`src/hw/ssf_pkg.sv`:
```
// Shared constants and state type for the synchronous serial frame engine
package ssf_pkg;

  // Frame format select
  localparam logic       FMT_SPI        = 1'b0;
  localparam logic       FMT_HD         = 1'b1;

  // Data size field holds word length minus one (3..15)
  localparam logic [3:0] SIZE_MAX       = 4'hF;

  // Half-duplex frame layout, counted in serial clock edges
  localparam logic [5:0] HD_CTRL_END    = 6'h10;
  localparam logic [5:0] HD_REPLY_RISE  = 6'h13;
  localparam logic [5:0] HD_EXTRA_EDGES = 6'h12;
  localparam logic [5:0] EDGE_FIRST     = 6'h01;
  localparam logic [5:0] EDGE_ONE       = 6'h01;

  // Waits in half serial clock periods
  localparam logic [1:0] HALF_ONE       = 2'h1;
  localparam logic [1:0] HALF_TWO       = 2'h2;

  // Values after reset
  localparam logic       RST_SCLK       = 1'b0;
  localparam logic       RST_FSS        = 1'b1;
  localparam logic       RST_TXD        = 1'b0;
  localparam logic       RST_OE_N       = 1'b1;
  localparam logic       RST_CTL_OE_N   = 1'b1;
  localparam logic [5:0] RST_EDGES      = 6'h00;
  localparam logic [15:0] RST_WORD      = 16'h0000;
  localparam logic [6:0] RST_PRE        = 7'h00;
  localparam logic [7:0] RST_RATE       = 8'h00;

  typedef enum logic [2:0] {
    ST_IDLE,
    ST_SETUP,
    ST_SHIFT,
    ST_TAIL,
    ST_GAP,
    ST_SLAVE
  } ssf_state_t;

endpackage : ssf_pkg

```
`src/hw/ssf_clkdiv.sv`:
```
// Serial clock divider giving one enable pulse per half serial clock period
`timescale 1ns/1ps
module ssf_clkdiv (
  input  wire logic       core_clk_i,
  input  wire logic       rst_i,
  input  wire logic       run_i,
  input  wire logic [7:0] prescale_i,
  input  wire logic [7:0] rate_i,
  output logic            half_tick_o
);
  import ssf_pkg::*;

  typedef struct packed {
    logic [6:0] pre;
    logic [7:0] rate;
    logic       tick;
  } ssf_div_t;

  ssf_div_t   r_ff;
  ssf_div_t   nxt_r;
  logic [6:0] half_pre;

  always_comb begin
    nxt_r      = r_ff;
    nxt_r.tick = 1'b0;
    // Odd or zero prescale is rounded down, never below two
    half_pre   = (prescale_i[7:1] == 7'h00) ? 7'h01 : prescale_i[7:1];
    if (!run_i) begin
      nxt_r.pre  = RST_PRE;
      nxt_r.rate = RST_RATE;
    end else if (r_ff.pre == half_pre - 7'h01) begin
      nxt_r.pre = RST_PRE;
      if (r_ff.rate == rate_i) begin
        nxt_r.rate = RST_RATE;
        nxt_r.tick = 1'b1;
      end else begin
        nxt_r.rate = r_ff.rate + 8'h01;
      end
    end else begin
      nxt_r.pre = r_ff.pre + 7'h01;
    end
  end

  always_ff @(posedge core_clk_i) begin
    if (rst_i) begin
      r_ff <= '{pre: RST_PRE, rate: RST_RATE, tick: 1'b0};
    end else begin
      r_ff <= nxt_r;
    end
  end

  assign half_tick_o = r_ff.tick;

endmodule : ssf_clkdiv

```
`src/hw/ssf_port.sv`:
```
// Synchronous serial port frame engine: four SPI modes and half-duplex control-word format
`timescale 1ns/1ps
module ssf_port (
  input  wire logic        core_clk_i,
  input  wire logic        rst_i,
  input  wire logic        port_enable_i,
  input  wire logic        master_mode_i,
  input  wire logic        frame_format_i,
  input  wire logic        clock_polarity_i,
  input  wire logic        clock_phase_i,
  input  wire logic [3:0]  data_size_i,
  input  wire logic [7:0]  prescale_divisor_i,
  input  wire logic [7:0]  serial_clock_rate_i,
  input  wire logic        tx_valid_i,
  input  wire logic [15:0] tx_data_i,
  input  wire logic        serial_clock_in_i,
  input  wire logic        frame_select_in_i,
  input  wire logic        serial_rx_line_i,
  output logic             tx_pop_o,
  output logic             rx_valid_o,
  output logic [15:0]      rx_data_o,
  output logic             busy_o,
  output logic             serial_clock_out_o,
  output logic             frame_select_out_o,
  output logic             serial_tx_line_o,
  output logic             tx_pad_enable_n_o,
  output logic             clock_pad_enable_n_o
);
  import ssf_pkg::*;

  typedef struct packed {
    ssf_state_t  state;
    logic        sclk;
    logic        fss;
    logic        txd;
    logic        oe_n;
    logic        ctl_oe_n;
    logic        run;
    logic        tx_pop;
    logic        rx_valid;
    logic        busy;
    logic        sck_prev;
    logic        fsi_prev;
    logic [1:0]  half;
    logic [5:0]  ecnt;
    logic [15:0] tx_sh;
    logic [15:0] rx_sh;
    logic [15:0] rx_data;
  } ssf_regs_t;

  localparam ssf_regs_t REGS_RST = '{
    state: ST_IDLE, sclk: RST_SCLK, fss: RST_FSS, txd: RST_TXD, oe_n: RST_OE_N,
    ctl_oe_n: RST_CTL_OE_N, run: 1'b0, tx_pop: 1'b0, rx_valid: 1'b0, busy: 1'b0,
    sck_prev: 1'b0, fsi_prev: 1'b1, half: 2'h0, ecnt: RST_EDGES,
    tx_sh: RST_WORD, rx_sh: RST_WORD, rx_data: RST_WORD};

  ssf_regs_t   r_ff;
  ssf_regs_t   nxt_r;
  logic        half_tick;
  logic [5:0]  k;
  logic [5:0]  last_edge;
  logic        spi_sample;
  logic        spi_evt;
  logic        avail;
  logic        go;
  logic        idle_clk;
  logic [15:0] rx_next;
  logic [15:0] tx_left;

  ssf_clkdiv u_div (
    .core_clk_i  (core_clk_i),
    .rst_i       (rst_i),
    .run_i       (nxt_r.run),
    .prescale_i  (prescale_divisor_i),
    .rate_i      (serial_clock_rate_i),
    .half_tick_o (half_tick)
  );

  always_comb begin
    nxt_r          = r_ff;
    nxt_r.tx_pop   = 1'b0;
    nxt_r.rx_valid = 1'b0;
    nxt_r.sck_prev = serial_clock_in_i;
    nxt_r.fsi_prev = frame_select_in_i;
    go             = 1'b0;
    nxt_r.ctl_oe_n = ~master_mode_i;
    k              = r_ff.ecnt + EDGE_ONE;
    last_edge      = {1'b0, data_size_i, 1'b0} + 6'h02;
    spi_sample     = clock_phase_i ? ~k[0] : k[0];
    rx_next        = {r_ff.rx_sh[14:0], serial_rx_line_i};
    tx_left        = tx_data_i << (SIZE_MAX - data_size_i);
    avail          = port_enable_i && tx_valid_i;
    idle_clk       = (frame_format_i == FMT_HD) ? 1'b0 : clock_polarity_i;
    spi_evt        = (r_ff.state == ST_SHIFT && half_tick && frame_format_i == FMT_SPI)
                  || (r_ff.state == ST_SLAVE && serial_clock_in_i != r_ff.sck_prev);

    if (spi_evt) begin
      nxt_r.ecnt = k;
      if (r_ff.state == ST_SHIFT) begin
        nxt_r.sclk = ~r_ff.sclk;
      end
      if (spi_sample) begin
        nxt_r.rx_sh = rx_next;
        if (k == (clock_phase_i ? last_edge : last_edge - EDGE_ONE)) begin
          nxt_r.rx_valid = 1'b1;
          nxt_r.rx_data  = rx_next;
        end
      end else if (k == EDGE_FIRST) begin
        // phase high data with first edge
        nxt_r.txd = r_ff.tx_sh[15];
      end else if (k != last_edge) begin
        nxt_r.tx_sh = r_ff.tx_sh << 1;
        nxt_r.txd   = r_ff.tx_sh[14];
      end
    end

    unique case (r_ff.state)
      ST_IDLE: begin
        nxt_r.sclk = idle_clk;
        nxt_r.fss  = 1'b1;
        nxt_r.txd  = 1'b0;
        nxt_r.oe_n = 1'b1;
        nxt_r.run  = 1'b0;
        if (avail && master_mode_i) begin
          go = 1'b1;
        end else if (port_enable_i && !master_mode_i && frame_format_i == FMT_SPI
                     && !frame_select_in_i && r_ff.fsi_prev) begin
          nxt_r.state  = ST_SLAVE;
          nxt_r.oe_n   = 1'b0;
          nxt_r.ecnt   = RST_EDGES;
          nxt_r.rx_sh  = RST_WORD;
          nxt_r.tx_sh  = avail ? tx_left : RST_WORD;
          nxt_r.tx_pop = avail;
          // Slave with phase low shows data as select falls
          nxt_r.txd    = (avail && !clock_phase_i) ? tx_left[15] : 1'b0;
        end
      end
      ST_SETUP: begin
        // master data half period after select
        if (half_tick) begin
          nxt_r.txd   = r_ff.tx_sh[15];
          nxt_r.state = ST_SHIFT;
        end
      end
      ST_SHIFT: begin
        if (half_tick && frame_format_i == FMT_SPI) begin
          if (k == last_edge) begin
            // phase high chains words with select low
            if (clock_phase_i && avail) begin
              go = 1'b1;
            end else begin
              nxt_r.state = ST_TAIL;
              nxt_r.half  = clock_phase_i ? HALF_TWO : HALF_ONE;
            end
          end
        end else if (half_tick) begin
          nxt_r.ecnt = k;
          nxt_r.sclk = ~r_ff.sclk;
          if (k[0]) begin
            if (k >= HD_REPLY_RISE) begin
              nxt_r.rx_sh = rx_next;
            end
          end else begin
            // command bits, then wait clock, then reply
            if (k < HD_CTRL_END) begin
              nxt_r.tx_sh = r_ff.tx_sh << 1;
              nxt_r.txd   = r_ff.tx_sh[14];
            end else if (k == HD_CTRL_END) begin
              nxt_r.txd = 1'b0;
            end
            if (k == last_edge + HD_EXTRA_EDGES) begin
              nxt_r.rx_data = r_ff.rx_sh;
              if (avail) begin
                nxt_r.rx_valid = 1'b1;
                go             = 1'b1;
              end else begin
                nxt_r.state = ST_TAIL;
                nxt_r.half  = HALF_ONE;
              end
            end
          end
        end
      end
      ST_TAIL: begin
        if (half_tick) begin
          if (r_ff.half == HALF_ONE) begin
            // select returns high half a period after the last edge, one period with phase high
            nxt_r.fss  = 1'b1;
            nxt_r.oe_n = 1'b1;
            nxt_r.txd  = 1'b0;
            nxt_r.sclk = idle_clk;
            nxt_r.rx_valid = (frame_format_i == FMT_HD);
            // phase low pulses select between words
            if (frame_format_i == FMT_SPI && !clock_phase_i && avail) begin
              nxt_r.state = ST_GAP;
              nxt_r.half  = HALF_TWO;
            end else begin
              nxt_r.state = ST_IDLE;
              nxt_r.run   = 1'b0;
            end
          end else begin
            nxt_r.half = r_ff.half - HALF_ONE;
          end
        end
      end
      ST_GAP: begin
        if (half_tick) begin
          if (r_ff.half == HALF_ONE) begin
            if (avail) begin
              go = 1'b1;
            end else begin
              nxt_r.state = ST_IDLE;
              nxt_r.run   = 1'b0;
            end
          end else begin
            nxt_r.half = r_ff.half - HALF_ONE;
          end
        end
      end
      ST_SLAVE: begin
        if (frame_select_in_i) begin
          nxt_r.oe_n  = 1'b1;
          nxt_r.txd   = 1'b0;
          nxt_r.state = ST_IDLE;
        end else if (spi_evt && k == last_edge) begin
          // Word done with select still low: reload for the next one
          nxt_r.ecnt   = RST_EDGES;
          nxt_r.rx_sh  = RST_WORD;
          nxt_r.tx_sh  = avail ? tx_left : RST_WORD;
          nxt_r.tx_pop = avail;
          if (!clock_phase_i) begin
            nxt_r.txd = avail ? tx_left[15] : 1'b0;
          end
        end
      end
    endcase

    if (go) begin
      // command MSB out as select falls
      nxt_r.fss    = 1'b0;
      nxt_r.oe_n   = 1'b0;
      nxt_r.run    = 1'b1;
      nxt_r.tx_pop = 1'b1;
      nxt_r.rx_sh  = RST_WORD;
      nxt_r.ecnt   = RST_EDGES;
      if (frame_format_i == FMT_HD) begin
        nxt_r.tx_sh = {tx_data_i[7:0], 8'h00};
        nxt_r.txd   = tx_data_i[7];
        nxt_r.state = ST_SHIFT;
      end else begin
        // phase low edges start half period later
        nxt_r.tx_sh = tx_left;
        nxt_r.state = clock_phase_i ? ST_SHIFT : ST_SETUP;
      end
    end

    if (!port_enable_i) begin
      nxt_r.state = ST_IDLE;
      nxt_r.run   = 1'b0;
      nxt_r.fss   = 1'b1;
      nxt_r.oe_n  = 1'b1;
      nxt_r.txd   = 1'b0;
      nxt_r.sclk  = idle_clk;
    end
    nxt_r.busy = (nxt_r.state != ST_IDLE);
  end

  always_ff @(posedge core_clk_i) begin
    if (rst_i) begin
      r_ff <= REGS_RST;
    end else begin
      r_ff <= nxt_r;
    end
  end

  assign tx_pop_o             = r_ff.tx_pop;
  assign rx_valid_o           = r_ff.rx_valid;
  assign rx_data_o            = r_ff.rx_data;
  assign busy_o               = r_ff.busy;
  assign serial_clock_out_o   = r_ff.sclk;
  assign frame_select_out_o   = r_ff.fss;
  assign serial_tx_line_o     = r_ff.txd;
  assign tx_pad_enable_n_o    = r_ff.oe_n;
  assign clock_pad_enable_n_o = r_ff.ctl_oe_n;
endmodule : ssf_port

```
`config.mk`:
```
export PLATFORM = sky130hd
export DESIGN_NAME = ssf_port
export DESIGN_NICKNAME = d
export VERILOG_FILES = /design/src/hw/ssf_pkg.sv /design/src/hw/ssf_clkdiv.sv /design/src/hw/ssf_port.sv
export SDC_FILE = /design/constraint.sdc
export NUM_CORES = 1
export LEC_CHECK = 0
export ABC_AREA = 1
export BUFFER_PORTS_ARGS = -buffer_cell sky130_fd_sc_hd__buf_4
export CORE_MARGIN = 2
export CORE_UTILIZATION = 60
export DETAILED_ROUTE_END_ITERATION = 12
export GPL_TIMING_DRIVEN = 0
export PLACE_DENSITY_LB_ADDON = 0.15
export SLEW_MARGIN = 0
export SYNTH_ARGS = -nofsm -noshare
export SYNTH_HDL_FRONTEND = slang
export SYNTH_SLANG_ARGS = --single-unit
export TNS_END_PERCENT = 1
```
`constraint.sdc`:
```
create_clock -name core_clk_i -period 3.2 [get_ports core_clk_i]
set_input_delay 0.64 -clock core_clk_i [delete_from_list [all_inputs] [get_ports core_clk_i]]
set_output_delay 0.64 -clock core_clk_i [all_outputs]
set_load 0.03 [all_outputs]
```
==> impl_metrics.env <==
export IMPL_path_max_fanout=10
export IMPL_die_area_um2=12400
export IMPL_r2r_slack_ns=0.44
export IMPL_clkSlewWorstSetupHoldPaths_ns=0.06
export IMPL_ys_warn_count=0
export IMPL_status="complete, no violations"
export IMPL_hold_viol_final=0
export IMPL_first_pass_iters=8
export IMPL_min_path_cells=2
export IMPL_cts_sinks=86
export IMPL_hold_path_class="primary input to register"
export IMPL_antenna_found_initial=0
export IMPL_place_worst_setup_slack_ns=-0.181
export IMPL_overflow=0
export IMPL_slew_violations=0
export IMPL_core_area_um2=11300
export IMPL_drive_above_1_share_pct=17.0
export IMPL_yosysSeqAreaShare_pct=24.9
export IMPL_slowest_delay_ns=0.32
export IMPL_required_ns=3.43
export IMPL_first_iter_violations=783
export IMPL_synthArstFlopShare_pct=0
export IMPL_wire_per_inst_um=14.7
export IMPL_hold_start="master_mode_i"
export IMPL_p_per_area_nw_per_um2=339
export IMPL_postCtsSetupRepairBufs=0
export IMPL_routed_via_count=7606
export IMPL_grt_pass1_wl_mm=32.9
export IMPL_peakVddDrop_mv=0.396
export IMPL_maxSlewHeadroom_pct=43.6
export IMPL_area_growth_pct=14.8
export IMPL_cp_cell_sequence="buf_4 -> buf_6 -> inv_2 -> clkbuf_4 -> ha_2 -> nor2_1 -> nand3_1 -> nand2_1 -> nand3_1 -> nand2_1 -> nor2_1 -> nand3_2 -> nand2_2 -> a21boi_4 -> nand2_1 -> nand2_2 -> nor2_1"
export IMPL_fin_skew_ns=0.00607
export IMPL_max_freq_mhz=333
export IMPL_synthesis_nets=1171
export IMPL_holdWs_ns=0.462
export IMPL_grt_usage_pct=31.6
export IMPL_startpoint_type="primary input"
export IMPL_tritoncts="built"
export IMPL_gp_congestion=0.999
export IMPL_timing_max_cap_violations=0
export IMPL_root_buffer="clkbuf_16"
export IMPL_via_per_inst=5.68
export IMPL_antenna_left=0
export IMPL_reg2regPathDepth=17
export IMPL_instances_no_fill=1340
export IMPL_crit_arrival_ns=3.24
export IMPL_ios=71
export IMPL_worstReg2RegEnd="r_ff[47]$_SDFF_PP0_"
export IMPL_worstMarginPinSlew_ns=0.843
export IMPL_timing_final_ws_setup_ns=0.198
export IMPL_syn_inst=1113
export IMPL_chipWidth_um=111
export IMPL_rsz0062_at_grt="false"
export IMPL_die_y_um=111
export IMPL_htreeDepth=3
export IMPL_slowest_stage="ha_2"
export IMPL_io_buffers=68
export IMPL_endpoint_kind="register"
export IMPL_synth_seq_cells=86
export IMPL_ys_flop_type="dfxtp_1"
export IMPL_hold_path_endpoint="clock_pad_enable_n_o$_SDFF_PP1_"
export IMPL_clkLatencyLatePin_ns=0.35
export IMPL_cts_buffers=9
export IMPL_finalSetupViolations=0
export IMPL_grt_max_degree=16
export IMPL_syn_avg_cell_area_um2=6.21
export IMPL_nets=1250
export IMPL_worstSetupPathType="primary input to register"
export IMPL_start_util_pct=61.1
export IMPL_synth_area_um2=6910
export IMPL_period_share_pct=93.8
export IMPL_synth_edf_count=0
export IMPL_placementRows=39
export IMPL_layout_min_cycle_time_ns=3.00
export IMPL_dp_cells=1324
export IMPL_wirelength_mm=19.6
export IMPL_clock_path_buffers=2
export IMPL_drcViolationCount=0
export IMPL_timing_rr_start="r_ff[48]$_SDFF_PP0_"
export IMPL_p_leak_nw=3.59
export IMPL_first_global_vias=6951
export IMPL_synth_cell_type_count=48
export IMPL_dp_hpwl_mm=14.7
export IMPL_insertedDiodeCount=0
## layer usage
layer	global-route usage (%)	share of wire [%]	vias up
li1	-	-	3823
met1	43.5	43	3424
met3	4.63	8.3	42
met4	8.07	2.1	0
met5	0	0	-
met2	52.5	46	317
## layout make-up
cell class,instances,area (um^2)
multi-input combinational,880,4500
fill,1075,3390
sequential,86,1720
timing repair buffer,68,510
buffer,63,389
inverter,84,320
clock buffer,11,253
tap,143,179
clock inverter,5,63.8
## cell usage after synthesis (all sizes together) (2+ instances only)
cell / instances / share of area [%]
inv: 84 / 4.6
clkbuf: 17 / 0.92
o22ai: 4 / 0.36
nor2: 112 / 6.9
nand4: 21 / 1.9
o211ai: 6 / 0.65
buf: 46 / 4.6
xor2: 15 / 2.0
xnor2: 14 / 1.8
mux2i: 17 / 2.5
nand3b: 3 / 0.33
o31ai: 2 / 0.22
nand2: 348 / 20
o21ai: 69 / 5.2
a211oi: 2 / 0.22
and2: 4 / 0.36
or2: 10 / 0.90
a21oi: 81 / 6.2
a31oi: 19 / 1.7
dfxtp: 86 / 25
nor3: 11 / 1.2
nand3: 124 / 9.7
ha: 11 / 2.0
## critical path, delay by kind of cell
kind,cells,cell delay (ns)
and+or+nand+nor,11,1.32
AOI/OAI and AO/OA,1,0.32
adders and majority gates,1,0.32
buffers and inverters,4,0.64
## logic make-up after synthesis
group,share of synthesized area [%]
buffers and inverters,10.2
AOI/OAI and AO/OA,15.4
xor gates and xnor gates,3.78
adders and majority gates,1.99
muxes,2.46
DFF,24.9
and+or+nand+nor,41.3
## through the flow
stage | utilization, % | TNS, ns | power [W] | instance area [um^2]
floorplan | - | 0 | 0.00143 | 6910
global placement | 67.2 | -5.23 | 0.00158 | 7600
detailed placement | 67.2 | -6.63 | 0.00159 | 7600
CTS | 69.9 | 0 | 0.00269 | 7920
global route | 70.1 | 0 | 0.00278 | 7930
finish | 70.1 | 0 | 0.00269 | 7930
## state kept, by name (all words and copies together), names as in the netlist
| name | count |
|---|---|
| busy_o | 1 |
| clock_pad_enable_n_o | 1 |
| frame_select_out_o | 1 |
| r_ff | 46 |
| rx_data_o | 16 |
| rx_valid_o | 1 |
| serial_clock_out_o | 1 |
| serial_tx_line_o | 1 |
| tx_pad_enable_n_o | 1 |
| tx_pop_o | 1 |
| u_div.half_tick_o | 1 |
| u_div.r_ff | 15 |
## layout by cell type, fill, tap and decap left out, types with 5 or more instances in the layout
| master | count |
|---|---|
| buf_2 | 12 |
| buf_4 | 91 |
| nor2_1 | 102 |
| nand2_1 | 326 |
| nand3_2 | 6 |
| xor2_1 | 14 |
| nand3_1 | 116 |
| dfxtp_1 | 86 |
| nor3_1 | 8 |
| clkbuf_1 | 15 |
| nand2_2 | 19 |
| o21ai_0 | 63 |
| a21oi_2 | 6 |
| a31oi_1 | 19 |
| clkbuf_16 | 9 |
| inv_1 | 71 |
| mux2i_1 | 17 |
| buf_6 | 6 |
| or2_2 | 9 |
| nand4_1 | 21 |
| o21ai_1 | 5 |
| o211ai_1 | 6 |
| xnor2_1 | 14 |
| ha_1 | 10 |
| nor2_4 | 6 |
| inv_2 | 11 |
| a21oi_1 | 75 |
## how the worst max path moves through the flow
stage / startpoint / to / slack (ns) / cells past startpoint
floorplan: data_size_i[0] / r_ff[20]$_SDFF_PP0_ / 0.50 / 19
detailed placement: data_size_i[0] / r_ff[22]$_SDFF_PP0_ / -0.18 / 20
finish: data_size_i[0] / u_div.half_tick_o$_SDFF_PP0_ / 0.20 / 17
global route: data_size_i[0] / r_ff[25]$_SDFF_PP0_ / 0.02 / 20
global placement: data_size_i[0] / r_ff[22]$_SDFF_PP0_ / -0.17 / 20
CTS: data_size_i[0] / rx_data_o[13]$_SDFF_PP0_ / 0.15 / 16
## power breakdown
part           switching (W)  internal, W
sequential         0.0000126      0.00109
combinational       0.000308     0.000168
clock               0.000454     0.000656
total               0.000775      0.00191
## timing repair
| item | 4_1_cts | 5_1_grt |
|---|---|---|
| endpoints found under the setup margin | 0 | 35 |
| resized for setup | 0 | 8 |
| hold buffers | 0 | 0 |
Power figures use the tool's default switching activity.
